**src/ctcp_cfg.svh**
```systemverilog
// constants of the calibration test command port
`ifndef CTCP_CFG_SVH
`define CTCP_CFG_SVH
`define CTCP_CMD_BITS     32
`define CTCP_RST_LOW_MIN  16
`define CTCP_NV_FIRST     7'h01
`define CTCP_DATA_W       16
`define CTCP_NVADDR_W     7
`define CTCP_REGADDR_W    3
`define CTCP_OPC_W        4
`define CTCP_REG_CFG      3'h0
`define CTCP_REG_SCALE    3'h1
`define CTCP_REG_GDRIFT1  3'h2
`define CTCP_REG_GDRIFT2  3'h3
`define CTCP_REG_OFFTRIM  3'h4
`define CTCP_REG_ODRIFT1  3'h5
`define CTCP_REG_ODRIFT2  3'h6
`define CTCP_REG_PEDESTAL 3'h7
`define CTCP_CFG_COARSE_LSB 0
`define CTCP_CFG_GAIN_LSB   3
`define CTCP_CFG_OPAMP      7
`define CTCP_CFG_TEMP_LSB   9
`define CTCP_CFG_REPEAT     15
`define CTCP_REG_RESET    16'h0000
`endif

```
**src/ctcp_pkg.sv**
```systemverilog
// types of the calibration test command port
`include "ctcp_cfg.svh"
package ctcp_pkg;
    typedef enum logic [3:0] {
        OPC_IDLE      = 4'h0,
        OPC_REG_WRITE = 4'h1,
        OPC_BIT_SET   = 4'h2,
        OPC_ERASE     = 4'h4,
        OPC_CONV_OBS  = 4'h8,
        OPC_LOAD_OBS  = 4'hA,
        OPC_CONV_QUIET = 4'hC,
        OPC_LOAD_QUIET = 4'hE
    } ctcp_opc_t;
    typedef enum logic [1:0] {
        ST_IDLE  = 2'b00,
        ST_LOW   = 2'b01,
        ST_SHIFT = 2'b11,
        ST_EXEC  = 2'b10
    } ctcp_state_t;
    typedef struct packed {
        logic [`CTCP_DATA_W-1:0]    data;
        logic                       pad_hi;
        logic [`CTCP_NVADDR_W-1:0]  nv_addr;
        logic                       pad_lo;
        logic [`CTCP_REGADDR_W-1:0] reg_addr;
        logic [`CTCP_OPC_W-1:0]     opcode;
    } ctcp_cmd_t;
endpackage : ctcp_pkg

```
**src/ctcp_top.sv**
```systemverilog
// serial test command port: command shifter, coefficients, bit store
// ======================================================================
// How it works
// tester holds test select high and clocks the oscillator input
// command reset held low at least 16 clocks before each command
// rising edge of command reset starts a 32-bit word capture
// tester changes line on falling edges; device samples on rising
// word splits into data, store bit address, register address, opcode
// data and register address used by opcode 1, bit address by 2
// opcode 1 writes 16-bit data into the addressed register
// command reset low clears every coefficient register
// opcodes 8 and C start conversion from current registers
// opcodes A and E load registers from store, then convert
// 8 and A enable both serial outputs; C and E leave them off
// opcode 4 erases all 128 store bits to zero
// opcode 2 sets one store bit; nothing clears a single bit
// eight 16-bit two's complement registers
// register map: setup, scale, drifts, offsets, pedestal
// setup register bit layout with reserved bits kept
// setup bit 7 enables the spare amplifier
// last microcode step with setup bit 15 restarts conversion
// with test select low, coefficients come from the store
// store holds eight words from bit address 01 upward
// tester repeats bit set 375 times between idle commands; bench sets bit address 20 with a single repeat
// tester erases with idle, 375 erases, idle; at most 100
// reserved opcodes change nothing
`timescale 1ns/1ps
`include "ctcp_cfg.svh"
module ctcp_top
    import ctcp_pkg::*;
#(
    parameter int REG_W   = 16,
    parameter int REG_N   = 8,
    parameter int NV_BITS = 128
) (
    input  wire logic        CORE_CLK_I,
    input  wire logic        SYS_RST_I,
    input  wire logic        TEST_SEL_I,
    input  wire logic        CMD_RST_N_I,
    input  wire logic        SER_DATA_I,
    input  wire logic        DSP_S_BIT_I,
    input  wire logic        DSP_P_BIT_I,
    input  wire logic        DSP_LAST_STEP_I,
    input  wire logic [2:0]  REG_SEL_I,
    input  wire logic [6:0]  NV_SEL_I,
    output logic             SER_DATA_O,
    output logic             SER_DATA_OE_O,
    output logic             SERIAL_OUT_LINE_O,
    output logic             SERIAL_OUT_LINE_OE_O,
    output logic             CONV_START_O,
    output logic             CONV_FROM_STORE_O,
    output logic [15:0]      REG_DATA_O,
    output logic             NV_BIT_O,
    output logic [2:0]       COARSE_OFFSET_O,
    output logic [1:0]       AMP_GAIN_O,
    output logic             OPAMP_EN_O,
    output logic [2:0]       TEMP_OFFSET_O,
    output logic             REPEAT_O
);
    // the store mapping below assumes exactly this geometry
    if (REG_W != 16 || REG_N != 8 || NV_BITS != REG_W * REG_N) begin : g_chk
        $error("ctcp_top: geometry must be 8 words of 16 bits");
    end

    // ======================================================================
    // state and storage
    ctcp_state_t                   state;
    logic [4:0]                    low_cnt;
    logic [4:0]                    bit_cnt;
    logic [31:0]                   shift;
    ctcp_cmd_t                     cmd;
    logic [REG_N-1:0][REG_W-1:0]   coef;
    logic [NV_BITS-1:0]            nv;
    logic [REG_N-1:0][REG_W-1:0]   nv_words;
    logic                          exec;
    logic                          low_ok;

    assign cmd    = ctcp_cmd_t'(shift);
    assign exec   = (state == ST_EXEC) && TEST_SEL_I;
    assign low_ok = (low_cnt >= 5'(`CTCP_RST_LOW_MIN));

    // word w bit b sits at bit address 16w+b+1, wrapping to 00
    always_comb begin
        for (int w = 0; w < REG_N; w++) begin
            for (int b = 0; b < REG_W; b++) begin
                nv_words[w][b] = nv[7'(w * REG_W + b) + `CTCP_NV_FIRST];
            end
        end
    end

    // ======================================================================
    // command sequencer
    always_ff @(posedge CORE_CLK_I) begin
        if (SYS_RST_I || !TEST_SEL_I) begin
            state <= ST_IDLE;
        end else if (!CMD_RST_N_I) begin
            state <= ST_LOW;
        end else begin
            case (state)
                ST_LOW: begin
                    // too short a low pulse arms nothing
                    state <= low_ok ? ST_SHIFT : ST_IDLE;
                end
                ST_SHIFT: begin
                    if (bit_cnt == 5'(`CTCP_CMD_BITS - 1)) begin
                        state <= ST_EXEC;
                    end
                end
                ST_EXEC: begin
                    state <= ST_IDLE;
                end
                default: begin
                    state <= ST_IDLE;
                end
            endcase
        end
    end

    always_ff @(posedge CORE_CLK_I) begin
        if (SYS_RST_I || CMD_RST_N_I) begin
            low_cnt <= 5'h00;
        end else if (!low_ok) begin
            low_cnt <= low_cnt + 5'h01;
        end
    end

    // msb first, so the opcode is the last nibble in
    always_ff @(posedge CORE_CLK_I) begin
        if (SYS_RST_I || state != ST_SHIFT) begin
            bit_cnt <= 5'h00;
        end else begin
            bit_cnt <= bit_cnt + 5'h01;
        end
    end

    always_ff @(posedge CORE_CLK_I) begin
        if (SYS_RST_I) begin
            shift <= 32'h0000_0000;
        end else if (state == ST_SHIFT && CMD_RST_N_I) begin
            shift <= {shift[30:0], SER_DATA_I};
        end
    end

    // ======================================================================
    // coefficient registers
    always_ff @(posedge CORE_CLK_I) begin
        if (SYS_RST_I) begin
            coef <= '0;
        end else if (!TEST_SEL_I) begin
            coef <= nv_words;
        end else if (!CMD_RST_N_I) begin
            coef <= '0;
        end else if (exec) begin
            case (cmd.opcode)
                OPC_REG_WRITE: begin
                    coef[cmd.reg_addr] <= cmd.data;
                end
                OPC_LOAD_OBS, OPC_LOAD_QUIET: begin
                    coef <= nv_words;
                end
                default: begin
                    coef <= coef;
                end
            endcase
        end
    end

    // ======================================================================
    // bit store; a set is instant here, the tester keeps the pump time
    always_ff @(posedge CORE_CLK_I) begin
        if (SYS_RST_I) begin
            nv <= nv;
        end else if (exec && cmd.opcode == OPC_ERASE) begin
            nv <= '0;
        end else if (exec && cmd.opcode == OPC_BIT_SET) begin
            nv[cmd.nv_addr] <= 1'b1;
        end
    end

    // ======================================================================
    // conversion start and serial outputs
    always_ff @(posedge CORE_CLK_I) begin
        if (SYS_RST_I) begin
            CONV_START_O      <= 1'b0;
            CONV_FROM_STORE_O <= 1'b0;
        end else begin
            CONV_START_O <= (exec && cmd.opcode[3] && !cmd.opcode[0])
                || (DSP_LAST_STEP_I && coef[0][`CTCP_CFG_REPEAT]);
            if (!TEST_SEL_I) begin
                CONV_FROM_STORE_O <= 1'b1;
            end else if (exec && cmd.opcode[3] && !cmd.opcode[0]) begin
                CONV_FROM_STORE_O <= cmd.opcode[1];
            end
        end
    end

    // pins released while command reset is low so the tester can drive
    always_ff @(posedge CORE_CLK_I) begin
        if (SYS_RST_I || !TEST_SEL_I || !CMD_RST_N_I) begin
            SER_DATA_OE_O        <= 1'b0;
            SERIAL_OUT_LINE_OE_O <= 1'b0;
        end else if (exec && cmd.opcode[3] && !cmd.opcode[0]) begin
            SER_DATA_OE_O        <= !cmd.opcode[2];
            SERIAL_OUT_LINE_OE_O <= !cmd.opcode[2];
        end
    end

    always_ff @(posedge CORE_CLK_I) begin
        if (SYS_RST_I) begin
            SER_DATA_O        <= 1'b0;
            SERIAL_OUT_LINE_O <= 1'b0;
        end else begin
            SER_DATA_O        <= DSP_P_BIT_I;
            SERIAL_OUT_LINE_O <= DSP_S_BIT_I;
        end
    end

    // ======================================================================
    // setup decode and read-back
    always_ff @(posedge CORE_CLK_I) begin
        if (SYS_RST_I) begin
            COARSE_OFFSET_O <= 3'h0;
            AMP_GAIN_O      <= 2'h0;
            OPAMP_EN_O      <= 1'b0;
            TEMP_OFFSET_O   <= 3'h0;
            REPEAT_O        <= 1'b0;
            REG_DATA_O      <= `CTCP_REG_RESET;
            NV_BIT_O        <= 1'b0;
        end else begin
            COARSE_OFFSET_O <= coef[0][`CTCP_CFG_COARSE_LSB +: 3];
            // bit 3 is the gain msb, so the pair is swapped
            AMP_GAIN_O      <= {coef[0][`CTCP_CFG_GAIN_LSB],
                                coef[0][`CTCP_CFG_GAIN_LSB + 1]};
            OPAMP_EN_O      <= coef[0][`CTCP_CFG_OPAMP];
            TEMP_OFFSET_O   <= coef[0][`CTCP_CFG_TEMP_LSB +: 3];
            REPEAT_O        <= coef[0][`CTCP_CFG_REPEAT];
            REG_DATA_O      <= coef[REG_SEL_I];
            NV_BIT_O        <= nv[NV_SEL_I];
        end
    end
endmodule : ctcp_top

```
**config.mk**
```make
export PLATFORM = sky130hd
export DESIGN_NAME = ctcp_top
export DESIGN_NICKNAME = d
export VERILOG_FILES = /design/src/ctcp_pkg.sv /design/src/ctcp_top.sv
export VERILOG_INCLUDE_DIRS = /design/src
export SDC_FILE = /design/constraint.sdc
export NUM_CORES = 1
export LEC_CHECK = 0
export ABC_AREA = 1
export BUFFER_PORTS_ARGS = -buffer_cell sky130_fd_sc_hd__buf_2
export CORE_MARGIN = 2
export CORE_UTILIZATION = 35
export DETAILED_ROUTE_END_ITERATION = 12
export PLACE_DENSITY_LB_ADDON = 0.08
export SLEW_MARGIN = 15
export SYNTH_ARGS = -nofsm -noshare
export SYNTH_HDL_FRONTEND = slang
export SYNTH_SLANG_ARGS = --single-unit
```
**constraint.sdc**
```tcl
create_clock -name CORE_CLK_I -period 24.4 [get_ports CORE_CLK_I]
set_input_delay 1.22 -clock CORE_CLK_I [delete_from_list [all_inputs] [get_ports CORE_CLK_I]]
set_output_delay 1.22 -clock CORE_CLK_I [all_outputs]
set_load 0.005 [all_outputs]
```
# [After elaboration in Yosys (flattened, before gate mapping)]
# Index checks and enable logic that the tools add are counted.
[totals] input_bits=18 elab_cells=96 register_bits=332 out_inout_bits=33
[classes] n_reduce_logical=23 n_lt_le_gt_ge=7 bitwise_logic=3 addsub=2 mux=20 n_eq_ne=15
[ops] cell="$mux 128" count=4
[ops] cell="$pmux 128 s2" count=1
[ops] cell="$bwmux 128" count=1
[ops] cell="$or 128x128->128" count=1
[ops] cell="$bmux 16 s3" count=1
[ops] cell="$demux 16 s3" count=1
[ops] cell="$mux 16" count=2
[ops] cell="$lt 7x8->1 const B" count=2
[ops] cell="$add 5x1->5 const B" count=2
[ops] cell="$logic_and 1x1->1" count=9
[ops] cell="$eq 4x4->1 const B" count=2
[ops] cell="$lt 3x4->1 const B" count=2
[ops] cell="$bmux 1 s7" count=1
[ops] cell="$demux 1 s7" count=1
[ops] cell="$ge 7x1->1 const B" count=1
[ops] cell="$eq 5x5->1 const B" count=1
[ops] cell="$ge 5x5->1 const B" count=1
[ops] cell="$logic_or 1x1->1" count=5
[ops] cell="$mux 1" count=5
[ops] cell="$eq 2x2->1 const B" count=2
[ops] cell="$eq 4x1->1 const B" count=1
[ops] cell="$eq 4x2->1 const B" count=1
[ops] cell="$eq 4x3->1 const B" count=1
[ops] cell="$logic_not 1->1" count=4
[ops] cell="13 further kinds" count=18

# [Depth between registers and ports, before layout]
# Gate-level depths: netlist (run 1).
[logic_depth] word_depth=9 mapped_depth=12 depth_no_buf=11

# [Worst setup path after synthesis (run 1)]
# OpenSTA, ideal clock, no wires.
[synth_path] kind="input to register" from="input TEST_SEL_I" to="register nv[0], enable pin" path_slack_ps=15567 n_path_buf=1 t_arrival_ps=8175 setup_time_ps=657 path_stages=7 required_ps=23743 path_cell_list="inv_1 -> nor4_1 -> inv_1 -> nor4_1 -> buf_2 -> inv_1 -> a21oi_1"
[synth_via] elab_chain_cells=4 elab_cells_between_ends=5 classes_between="reduce/logical (5)"
[synth_rtl] element="start: declaration" line_no="ctcp_top.sv:38" source="input wire logic TEST_SEL_I,"
[synth_rtl] element="$logic_and 1x1->1 *" line_no="ctcp_top.sv:79" source="assign exec = (state == ST_EXEC) && TEST_SEL_I;"
[synth_rtl] element="$logic_and 1x1->1 (on tied branches)" line_no="ctcp_top.sv:173, ctcp_top.sv:175"
[synth_rtl] element="$reduce_bool 2->1 (no source line) *"
[synth_rtl] element="$reduce_and 2->1 (no source line) *"
[synth_rtl] element="end signal: assignment" line_no="ctcp_top.sv:172" source="nv <= nv;"
[synth_rtl] element="end: declaration" line_no="ctcp_top.sv:73" source="logic [NV_BITS-1:0] nv;"
# Every way passes the cells marked *; elsewhere a longest branch is shown, timed or not.
# A chain may end at the register's enable or synchronous reset.

# [Worst setup path after layout (run 1)]
[layout_path] from="register shift[1] (netlist: cmd[1])" to="register coef[34] (netlist name)"
[layout_via] elab_chain_cells=6 elab_cells_between_ends=10 classes_between="eq/ne (4); mux (4); reduce/logical (2)"
[layout_rtl] element="start: declaration" line_no="ctcp_top.sv:70" source="logic [31:0] shift;"
[layout_rtl] element="start signal: assignment" line_no="ctcp_top.sv:140" source="shift <= {shift[30:0], SER_DATA_I};"
[layout_rtl] element="$eq 4x4->1" line_no="ctcp_top.sv:154" source="case (cmd.opcode)"
[layout_rtl] element="$reduce_or 2->1" line_no="ctcp_top.sv:154"
[layout_rtl] element="$pmux 128 s2" line_no="ctcp_top.sv:154"
[layout_rtl] element="$mux 128" line_no="ctcp_top.sv:153" source="end else if (exec) begin"
[layout_rtl] element="$mux 128" line_no="ctcp_top.sv:151" source="end else if (!CMD_RST_N_I) begin"
[layout_rtl] element="$mux 128" line_no="ctcp_top.sv:149" source="end else if (!TEST_SEL_I) begin"
[layout_rtl] element="end signal: assignment" line_no="ctcp_top.sv:150" source="coef <= nv_words;"
[layout_rtl] element="end signal: indexed assignment" line_no="ctcp_top.sv:156" source="coef[cmd.reg_addr] <= cmd.data;"
[layout_rtl] element="end signal: assignment" line_no="ctcp_top.sv:159" source="coef <= nv_words;"
[layout_rtl] element="end: declaration" line_no="ctcp_top.sv:72" source="logic [REG_N-1:0][REG_W-1:0] coef;"
# Several ways; a longest one is shown, not always the timed one. The select of a mux whose other input is x is not followed.

==> results of run 1 <==
metal layers:
metal	part of all wire (%)	GRT usage [%]	vias to the layer above
met5	0	0	-
met2	44	39.6	649
li1	-	-	7622
met3	7.5	4.00	100
met4	2.8	8.29	0
met1	46	36.8	7750
cell families after synthesis:
| logic type | Yosys count | share of synthesized area, % |
|---|---|---|
| AND/OR/NAND/NOR | 808 | 19.9 |
| flip-flops | 332 | 47.3 |
| adder cells (fa/ha/maj) | 4 | 0.299 |
| AO/OA/AOI/OAI | 828 | 26.2 |
| buffers and inverters | 248 | 6.33 |
sequential cells by signal (all words and copies together), names as in the netlist, 2 cells and up:
name and count:
coef 128, nv 128, cmd 32, REG_DATA_O 16, bit_cnt 5, low_cnt 5
COARSE_OFFSET_O 3, TEMP_OFFSET_O 3, AMP_GAIN_O 2, state 2
worst max-delay path by stage:
stage                     cells past startpoint  slack, ns       end
after floorplan                               7      15.57     nv[0]
after global placement                        9      20.21   nv[100]
after detailed placement                      9      20.22   nv[100]
after CTS                                     9      20.81   nv[102]
after global routing                          7      20.41  coef[34]
final                                         7      20.79  coef[34]
critical path, cell delays in order, from the launching register on:
cell and delay, ns:
sky130_fd_sc_hd__dfxtp_1 0.47, sky130_fd_sc_hd__nand3_1 0.70, sky130_fd_sc_hd__clkinv_2 0.74, sky130_fd_sc_hd__buf_4 0.88, sky130_fd_sc_hd__a22oi_1 0.21, sky130_fd_sc_hd__nor2_1 0.14, sky130_fd_sc_hd__a21oi_1 0.10, sky130_fd_sc_hd__a21oi_1 0.20
stage by stage:
| step | utilization [%] | total power [mW] | cells | worst slack (ns) | hold slack, ns |
|---|---|---|---|---|---|
| 2_1_floorplan | - | 0.683 | 2220 | 15.57 | 0.418 |
| 3_3_place_gp | 36.5 | 0.722 | 2746 | 20.21 | 0.432 |
| 3_5_place_dp | 36.5 | 0.723 | 2746 | 20.22 | 0.452 |
| 4_1_cts | 39.3 | 1.34 | 2821 | 20.81 | 0.460 |
| 5_1_grt | 39.3 | 1.38 | 2821 | 20.41 | 0.476 |
| 6_report | 39.3 | 1.33 | 2821 | 20.79 | 0.456 |
synth_stat cells, types with 6 or more instances:
cell type	number
sky130_fd_sc_hd__a21oi_1	460
sky130_fd_sc_hd__a22oi_1	69
sky130_fd_sc_hd__a31oi_1	16
sky130_fd_sc_hd__buf_1	14
sky130_fd_sc_hd__buf_2	59
sky130_fd_sc_hd__buf_4	7
sky130_fd_sc_hd__clkbuf_1	91
sky130_fd_sc_hd__dfxtp_1	204
sky130_fd_sc_hd__edfxtp_1	128
sky130_fd_sc_hd__inv_1	67
sky130_fd_sc_hd__inv_2	6
sky130_fd_sc_hd__nand2_1	352
sky130_fd_sc_hd__nand3_1	138
sky130_fd_sc_hd__nor2_1	286
sky130_fd_sc_hd__nor2_2	6
sky130_fd_sc_hd__nor3_1	10
sky130_fd_sc_hd__o21ai_0	149
sky130_fd_sc_hd__o21ai_1	112
sky130_fd_sc_hd__o22ai_1	16
placed cells by master, fill, tap and decap left out, drive strengths merged, types with 67 or more instances in the layout:
cell type | Yosys | layout
a21oi | 462 | 462
nand2 | 354 | 354
nor2 | 292 | 292
o21ai | 261 | 261
dfxtp | 204 | 204
nand3 | 138 | 138
edfxtp | 128 | 128
buf | 84 | 86
inv | 73 | 73
a22oi | 69 | 69
clkbuf | 91 | 67
final cells by class:
| type | instances | area [µm²] |
|---|---|---|
| clock inverters | 8 | 93.8 |
| clock buffers | 67 | 1240 |
| flip-flops and latches | 332 | 7930 |
| repair buffers | 86 | 520 |
| well taps | 615 | 769 |
| inverters | 73 | 280 |
| fillers | 4983 | 28900 |
| multi-input cells | 1640 | 7840 |
power by group:
| part | internal (mW) | total (mW) | switching (mW) | leakage (nW) |
|---|---|---|---|---|
| registers | 0.593 | 0.602 | 0.00941 | 2.83 |
| clock network | 0.369 | 0.618 | 0.249 | 0.659 |
| logic | 0.0309 | 0.111 | 0.0798 | 3.07 |
==> flow_results.org, run 1 <==
** Synth
- Top post-synthesis cells by area :: sky130_fd_sc_hd__dfxtp_1 24%, sky130_fd_sc_hd__edfxtp_1 23%, sky130_fd_sc_hd__a21oi_1 14%
- Of the synthesized area, sequential elements account for 47.3%.
- In this run the biggest area consumer among cell types represents 24.4% of the synthesized area.
- Number of synthesis warnings :: 0
- The synthesized design contains 128 enable-type register cells.
- A synthesized cell averages roughly 7.6 µm².
- In the synthesized netlist, the number of instances is 2220.
- Async S/R FF share, synth :: 0%
- Counting every net in the synthesized netlist gives 2242.
- Post-synthesis cell area :: 16800 µm²
- Synth cell types :: 36
- Synthesized flop and latch total :: 332
- Most area-hungry cell type in the Yosys netlist :: sky130_fd_sc_hd__dfxtp_1
- Most instantiated flip-flop cell in the synthesis netlist :: sky130_fd_sc_hd__dfxtp_1

** Cells and area
- # nets final :: approximately 2200
- Final non-filler cell area :: ~19000 µm²
- Area growth syn-to-layout :: 11.4%
- Fraction of final layout cells with drive strength greater than 1 :: 8.34%
- Antenna Diode Count :: 0

** STA
- After routing, the total negative slack on setup checks comes to 0 ns.
- Worst setup skew after layout :: approximately 0.018 ns
- Unrepaired setup endpoints after global routing :: false
- Measured against its own limit, the worst slew margin works out to between 20% and 30%.
- The routed design could run at a clock period as short as 3.61 ns.
- Count of final max-slew check failures :: 0
- Setup violations remaining at the end of the flow were counted as 0.
- Static timing analysis puts the maximum clock frequency at ~0.28 GHz.
- Hold violation count in the final report :: 0
- At the pin with the least slew margin, the transition time is 1.07 ns.
- Period utilization :: 14.8%

** Critical path
- Required time of the worst setup path :: between 20 and 25 ns
- The worst register-to-register path has a setup slack of 20.79 ns.
- The worst setup path is launched from a register.
- STA classifies the critical path endpoint as a register.
- For the worst setup path, the data arrival time is 4.11 ns.
- Number of cell instances on the worst register-to-register path :: 7
- R2R Path End :: coef[34]
- Worst Path Class, Setup :: register to register
- Max FO, Critical Path :: 92
- The worst register-to-register path begins at cmd[1].
- Start point of the critical path :: cmd[1]

** GRT
- Global router's overall resource usage :: between 20% and 30%
- Remaining Overflow, GRT :: 0
- Entering global routing, the biggest net connects 93 pins.
- The first global-routing pass estimated about 96 mm of wire.
- The initial antenna violation count was 4.
- Vias in the first global route :: 14700

** Pwr
- VDD IR max :: a little under 0.00004 V
- For this design the static power due to leakage is 6.56 nW.
- Power spread over the standard cell area amounts to roughly 70 nW/µm².

** Placed design
- Detailed placement ended at an HPWL of around 40 mm.
- Routability-driven placement congestion ratio :: just over 0.8
- Count of input and output buffers :: 50
- The placed instances occupy a cell area of 17300 µm².

** CTS
- Clock buffer depth :: 3
- Clock latency at the later pin of the worst-skew pair :: 0.57 ns
- Gates resized, CTS repair :: 0
- Clock slew at reported path FFs :: around 0.06 ns
- Clock tree from TritonCTS :: yes
- CTS Hold Buffers Added :: 0
- Number of levels the H-tree was split into :: 2
- The clock drives 332 sinks.
- In this run, CTS created clock tree buffers numbering 41.
- In this run the clock root is driven by a sky130_fd_sc_hd__clkbuf_16.
- Postcts setup bufs :: 0

** Route
- Post-Route WL :: around 65 mm
- Across all layers, the routed design uses between 15000 and 20000 vias.
- First-iteration detailed-routing DRC count :: approximately 1700
- For this run, the detailed router's first-pass iteration total came to 6.
- Post-detailed-route wirelength per cell :: 23.0 µm
- The count of nets left with antenna violations once routing finished came out at 0.
- Post-route DRC violation count :: 0
- Using the TritonRoute via totals, the vias-per-cell ratio works out to 5.71.

** Run
- Across the run, the number of max-cap violations was 0.

** Die
- Die ar. :: 49700 µm²
- Count of pins on the block boundary :: 51
- Number of standard-cell rows in the floorplan :: 80
- Die H :: 223 µm
- Total core area :: approximately 48000 µm²
- Starting density of the core :: a little over a third
- Horizontal extent of the die :: 223 µm

** Min path
- In this run the worst hold path is classified as register to register.
- The worst hold path begins at low_cnt[3].
- Along the worst hold path, the cell count comes to 2.
- The path with the worst hold slack has its endpoint at low_cnt[4].

** Outcome
- The flow ran to the end, and the final reports show no timing, DRC or antenna violations.
Note: power is estimated with default switching activity, not from simulation.
==> run 2: changes to the inputs <==
- clock period: 24.4 -> 3.5 ns (I/O delays scaled with it)
==> flow_results.org, run 2 (same netlist as run 1, synthesis figures left out) <==
** CTS
- Clock latency on the worst-skew pair, taken at its later pin, is 0.58 ns.
- Number of CTS-inserted buffers :: 40
- CTS built an H-tree with a depth of 2.
- Clock tree from TritonCTS :: yes
- After clock tree synthesis, the repair step resized 0 gates.
- Clock root buffer :: sky130_fd_sc_hd__clkbuf_16
- # clock sinks :: 332
- Clock buffer depth :: 3
- Clock-pin slew was measured on the worst setup and hold paths at 0.06 ns.

** STA
- Hold is met by roughly 0.031 ns.
- Between clock sinks in the finished design, the worst skew comes to approximately 0.013 ns.
- At the pin with the least slew margin, the transition time is ~1.1 ns.
- In the finished design, the share of the clock period the worst path needs comes to 67.9%.
- Setup slack closes at 1.12 ns.
- Unrepaired setup endpoints after global routing :: false
- The count of final hold-check violations was 0.
- Count of final max-slew check failures :: 0
- For this run, the top clock speed supported by timing is approximately 0.42 GHz.
- Final setup violation count :: 0
- Post-Route Setup TNS :: 0 ns
- In this run the tightest slew margin relative to its limit is 28.6%.
- Subtracting the final worst setup slack from the clock period gives roughly 2.4 ns.

** Placed design
- OpenSTA, run right after detailed placement, puts the worst setup slack at 1.10 ns.
- Routability-driven placement finished with a final weighted congestion of roughly 0.84.
- Detail Placement HPWL :: 41.7 mm
- Count of input and output buffers :: 50
- Placed standard-cell area :: 17600 µm²

** Critical path
- Required time of the worst setup path :: 3.94 ns
- Kind of end point of the critical path :: register
- Worst reg-to-reg setup slack :: between 1 and 1.5 ns
- Counting stages on the worst path, the most repeated cell is sky130_fd_sc_hd__a21oi_1.
- Data on the critical path arrives at its endpoint at roughly 2.8 ns.
- R2R Path End :: coef[111]
- Of all nets on the critical path, the largest fanout is 56.
- Critical Path, Cell by Cell :: inv_1 > nand3_1 > buf_4 > clkinv_2 > buf_12 > a22oi_1 > nor2_1 > a21oi_1 > a21oi_1
- Slowest stage cell, crit path :: sky130_fd_sc_hd__clkinv_2
- The number of cells on the worst reg-to-reg path is 9.
- The startpoint identified for the worst register-to-register timing path is cmd[0].
- Start point of the critical path :: cmd[0]
- Startpoint Class :: register
- Delay of the slowest critical-path stage :: ~0.44 ns
- The critical path in this run is classified as register to register.

** Pwr
- In this run the power density over the cells is 473 nW/µm².
- For this design the static power due to leakage is 6.64 nW.
- IR analysis of the VDD net gives a maximum drop of 0.000354 V.

** Route
- First-iteration detailed-routing DRC count :: 1915
- Post-Route WL :: approximately 66 mm
- The pre-antenna-repair detailed-routing pass consisted of 8 iterations.
- Via total after detailed routing :: 16200
- In the final routed layout, each cell accounts on average for roughly 23 µm.
- In the routed design, unresolved DRC markers number 0.
- Once detail routing completed, the nets flagged for antenna violations numbered 0.
- Using the TritonRoute via totals, the vias-per-cell ratio works out to 5.70.

** Die
- From bottom edge to top edge, the die measures 223 µm.
- Count of pins on the block boundary :: 51
- Total core area :: 47500 µm²
- Number of standard-cell rows in the floorplan :: 80
- Horizontal extent of the die :: 223 µm
- The initial utilization of the core area, before any placement, comes to 35.3%.
- The floorplan step defined a die boundary enclosing ~50000 µm².

** GRT
- For this run the aggregate overflow at the end of global routing stands at 0.
- Global routing used a little over a quarter of the available tracks.
- Initial antenna violation count :: 2
- Entering global routing, the biggest net connects 129 pins.
- Vias in the first global route :: 15000
- Global-route wire length before repair :: 98.4 mm

** Min path
- Worst hold path depth :: 5
- Worst Hold Path EP :: NV_BIT_O
- The min-delay analysis places its worst path in the category input port to register.
- In this run the most critical hold path is launched from NV_SEL_I[5].

** Run
- Max capacitance violation total :: 0

** Cells and area
- In the layout the commonest cells are 459 x sky130_fd_sc_hd__a21oi_1, 352 x sky130_fd_sc_hd__nand2_1, 286 x sky130_fd_sc_hd__nor2_1.
- In the final design database the tool counted 2221 nets.
- From synthesis to final layout, the design area changed by 12.3%.
- After routing the design area is 18800 µm².
- Cells with a size suffix above 1 make up 9.06% of the layout.
- Leaving out fill and tap cells, the most frequent cell in the layout is sky130_fd_sc_hd__a21oi_1.

** Outcome
- The flow ran to the end, and the final reports show no timing, DRC or antenna violations.
run 2: through the flow:
step                cells  utilization (%)  total power [mW]
floorplan            2220                -              4.76
global placement     2766             37.0              5.07
global route         2845             39.6              9.22
CTS                  2845             39.6              8.98
finish               2846             39.6              8.91
detailed placement   2766             37.0              5.08
run 2: power by group:
part	switching, mW	internal (mW)	total (mW)
Sequential	0.0677	4.13	4.20
Clock	1.71	2.19	3.90
Combinational	0.572	0.236	0.808
Total	2.35	6.56	8.91
run 2: routing by layer:
layer,global-route usage (%),routed length [µm]
met5,0,0
met2,41.0,29600
met1,37.1,29800
met4,10.9,2570
met3,3.36,4580
run 2: critical path: cells and delay by family, from the launching register on:
family	cells	cell delay, ns
buffers and inverters	4	1.19
AO/OA/AOI/OAI	3	0.46
flip-flops	1	0.35
AND/OR/NAND/NOR	2	0.20
run 2: worst max-delay path by stage:
stage | endpoint | cells past startpoint
6_report | coef[111] | 9
5_1_grt | coef[95] | 8
4_1_cts | coef[95] | 8
3_5_place_dp | nv[117] | 7
3_3_place_gp | nv[15] | 5
2_1_floorplan | nv[0] | 6
run 2: cell type report:
class	count	area [µm²]
diodes	1	2.50
clock buffers	58	1100
clock inverters	15	75.1
fillers	4944	28700
inverters	73	283
multi-input cells	1640	7850
flip-flops and latches	332	7930
well taps	615	769
repair buffers	112	818
run 2: timing repair:
action / 4_1_cts / 5_1_grt
setup buffers: 0 / 0
hold buffers: 6 / 0
endpoints found under the hold margin: 6 / 0
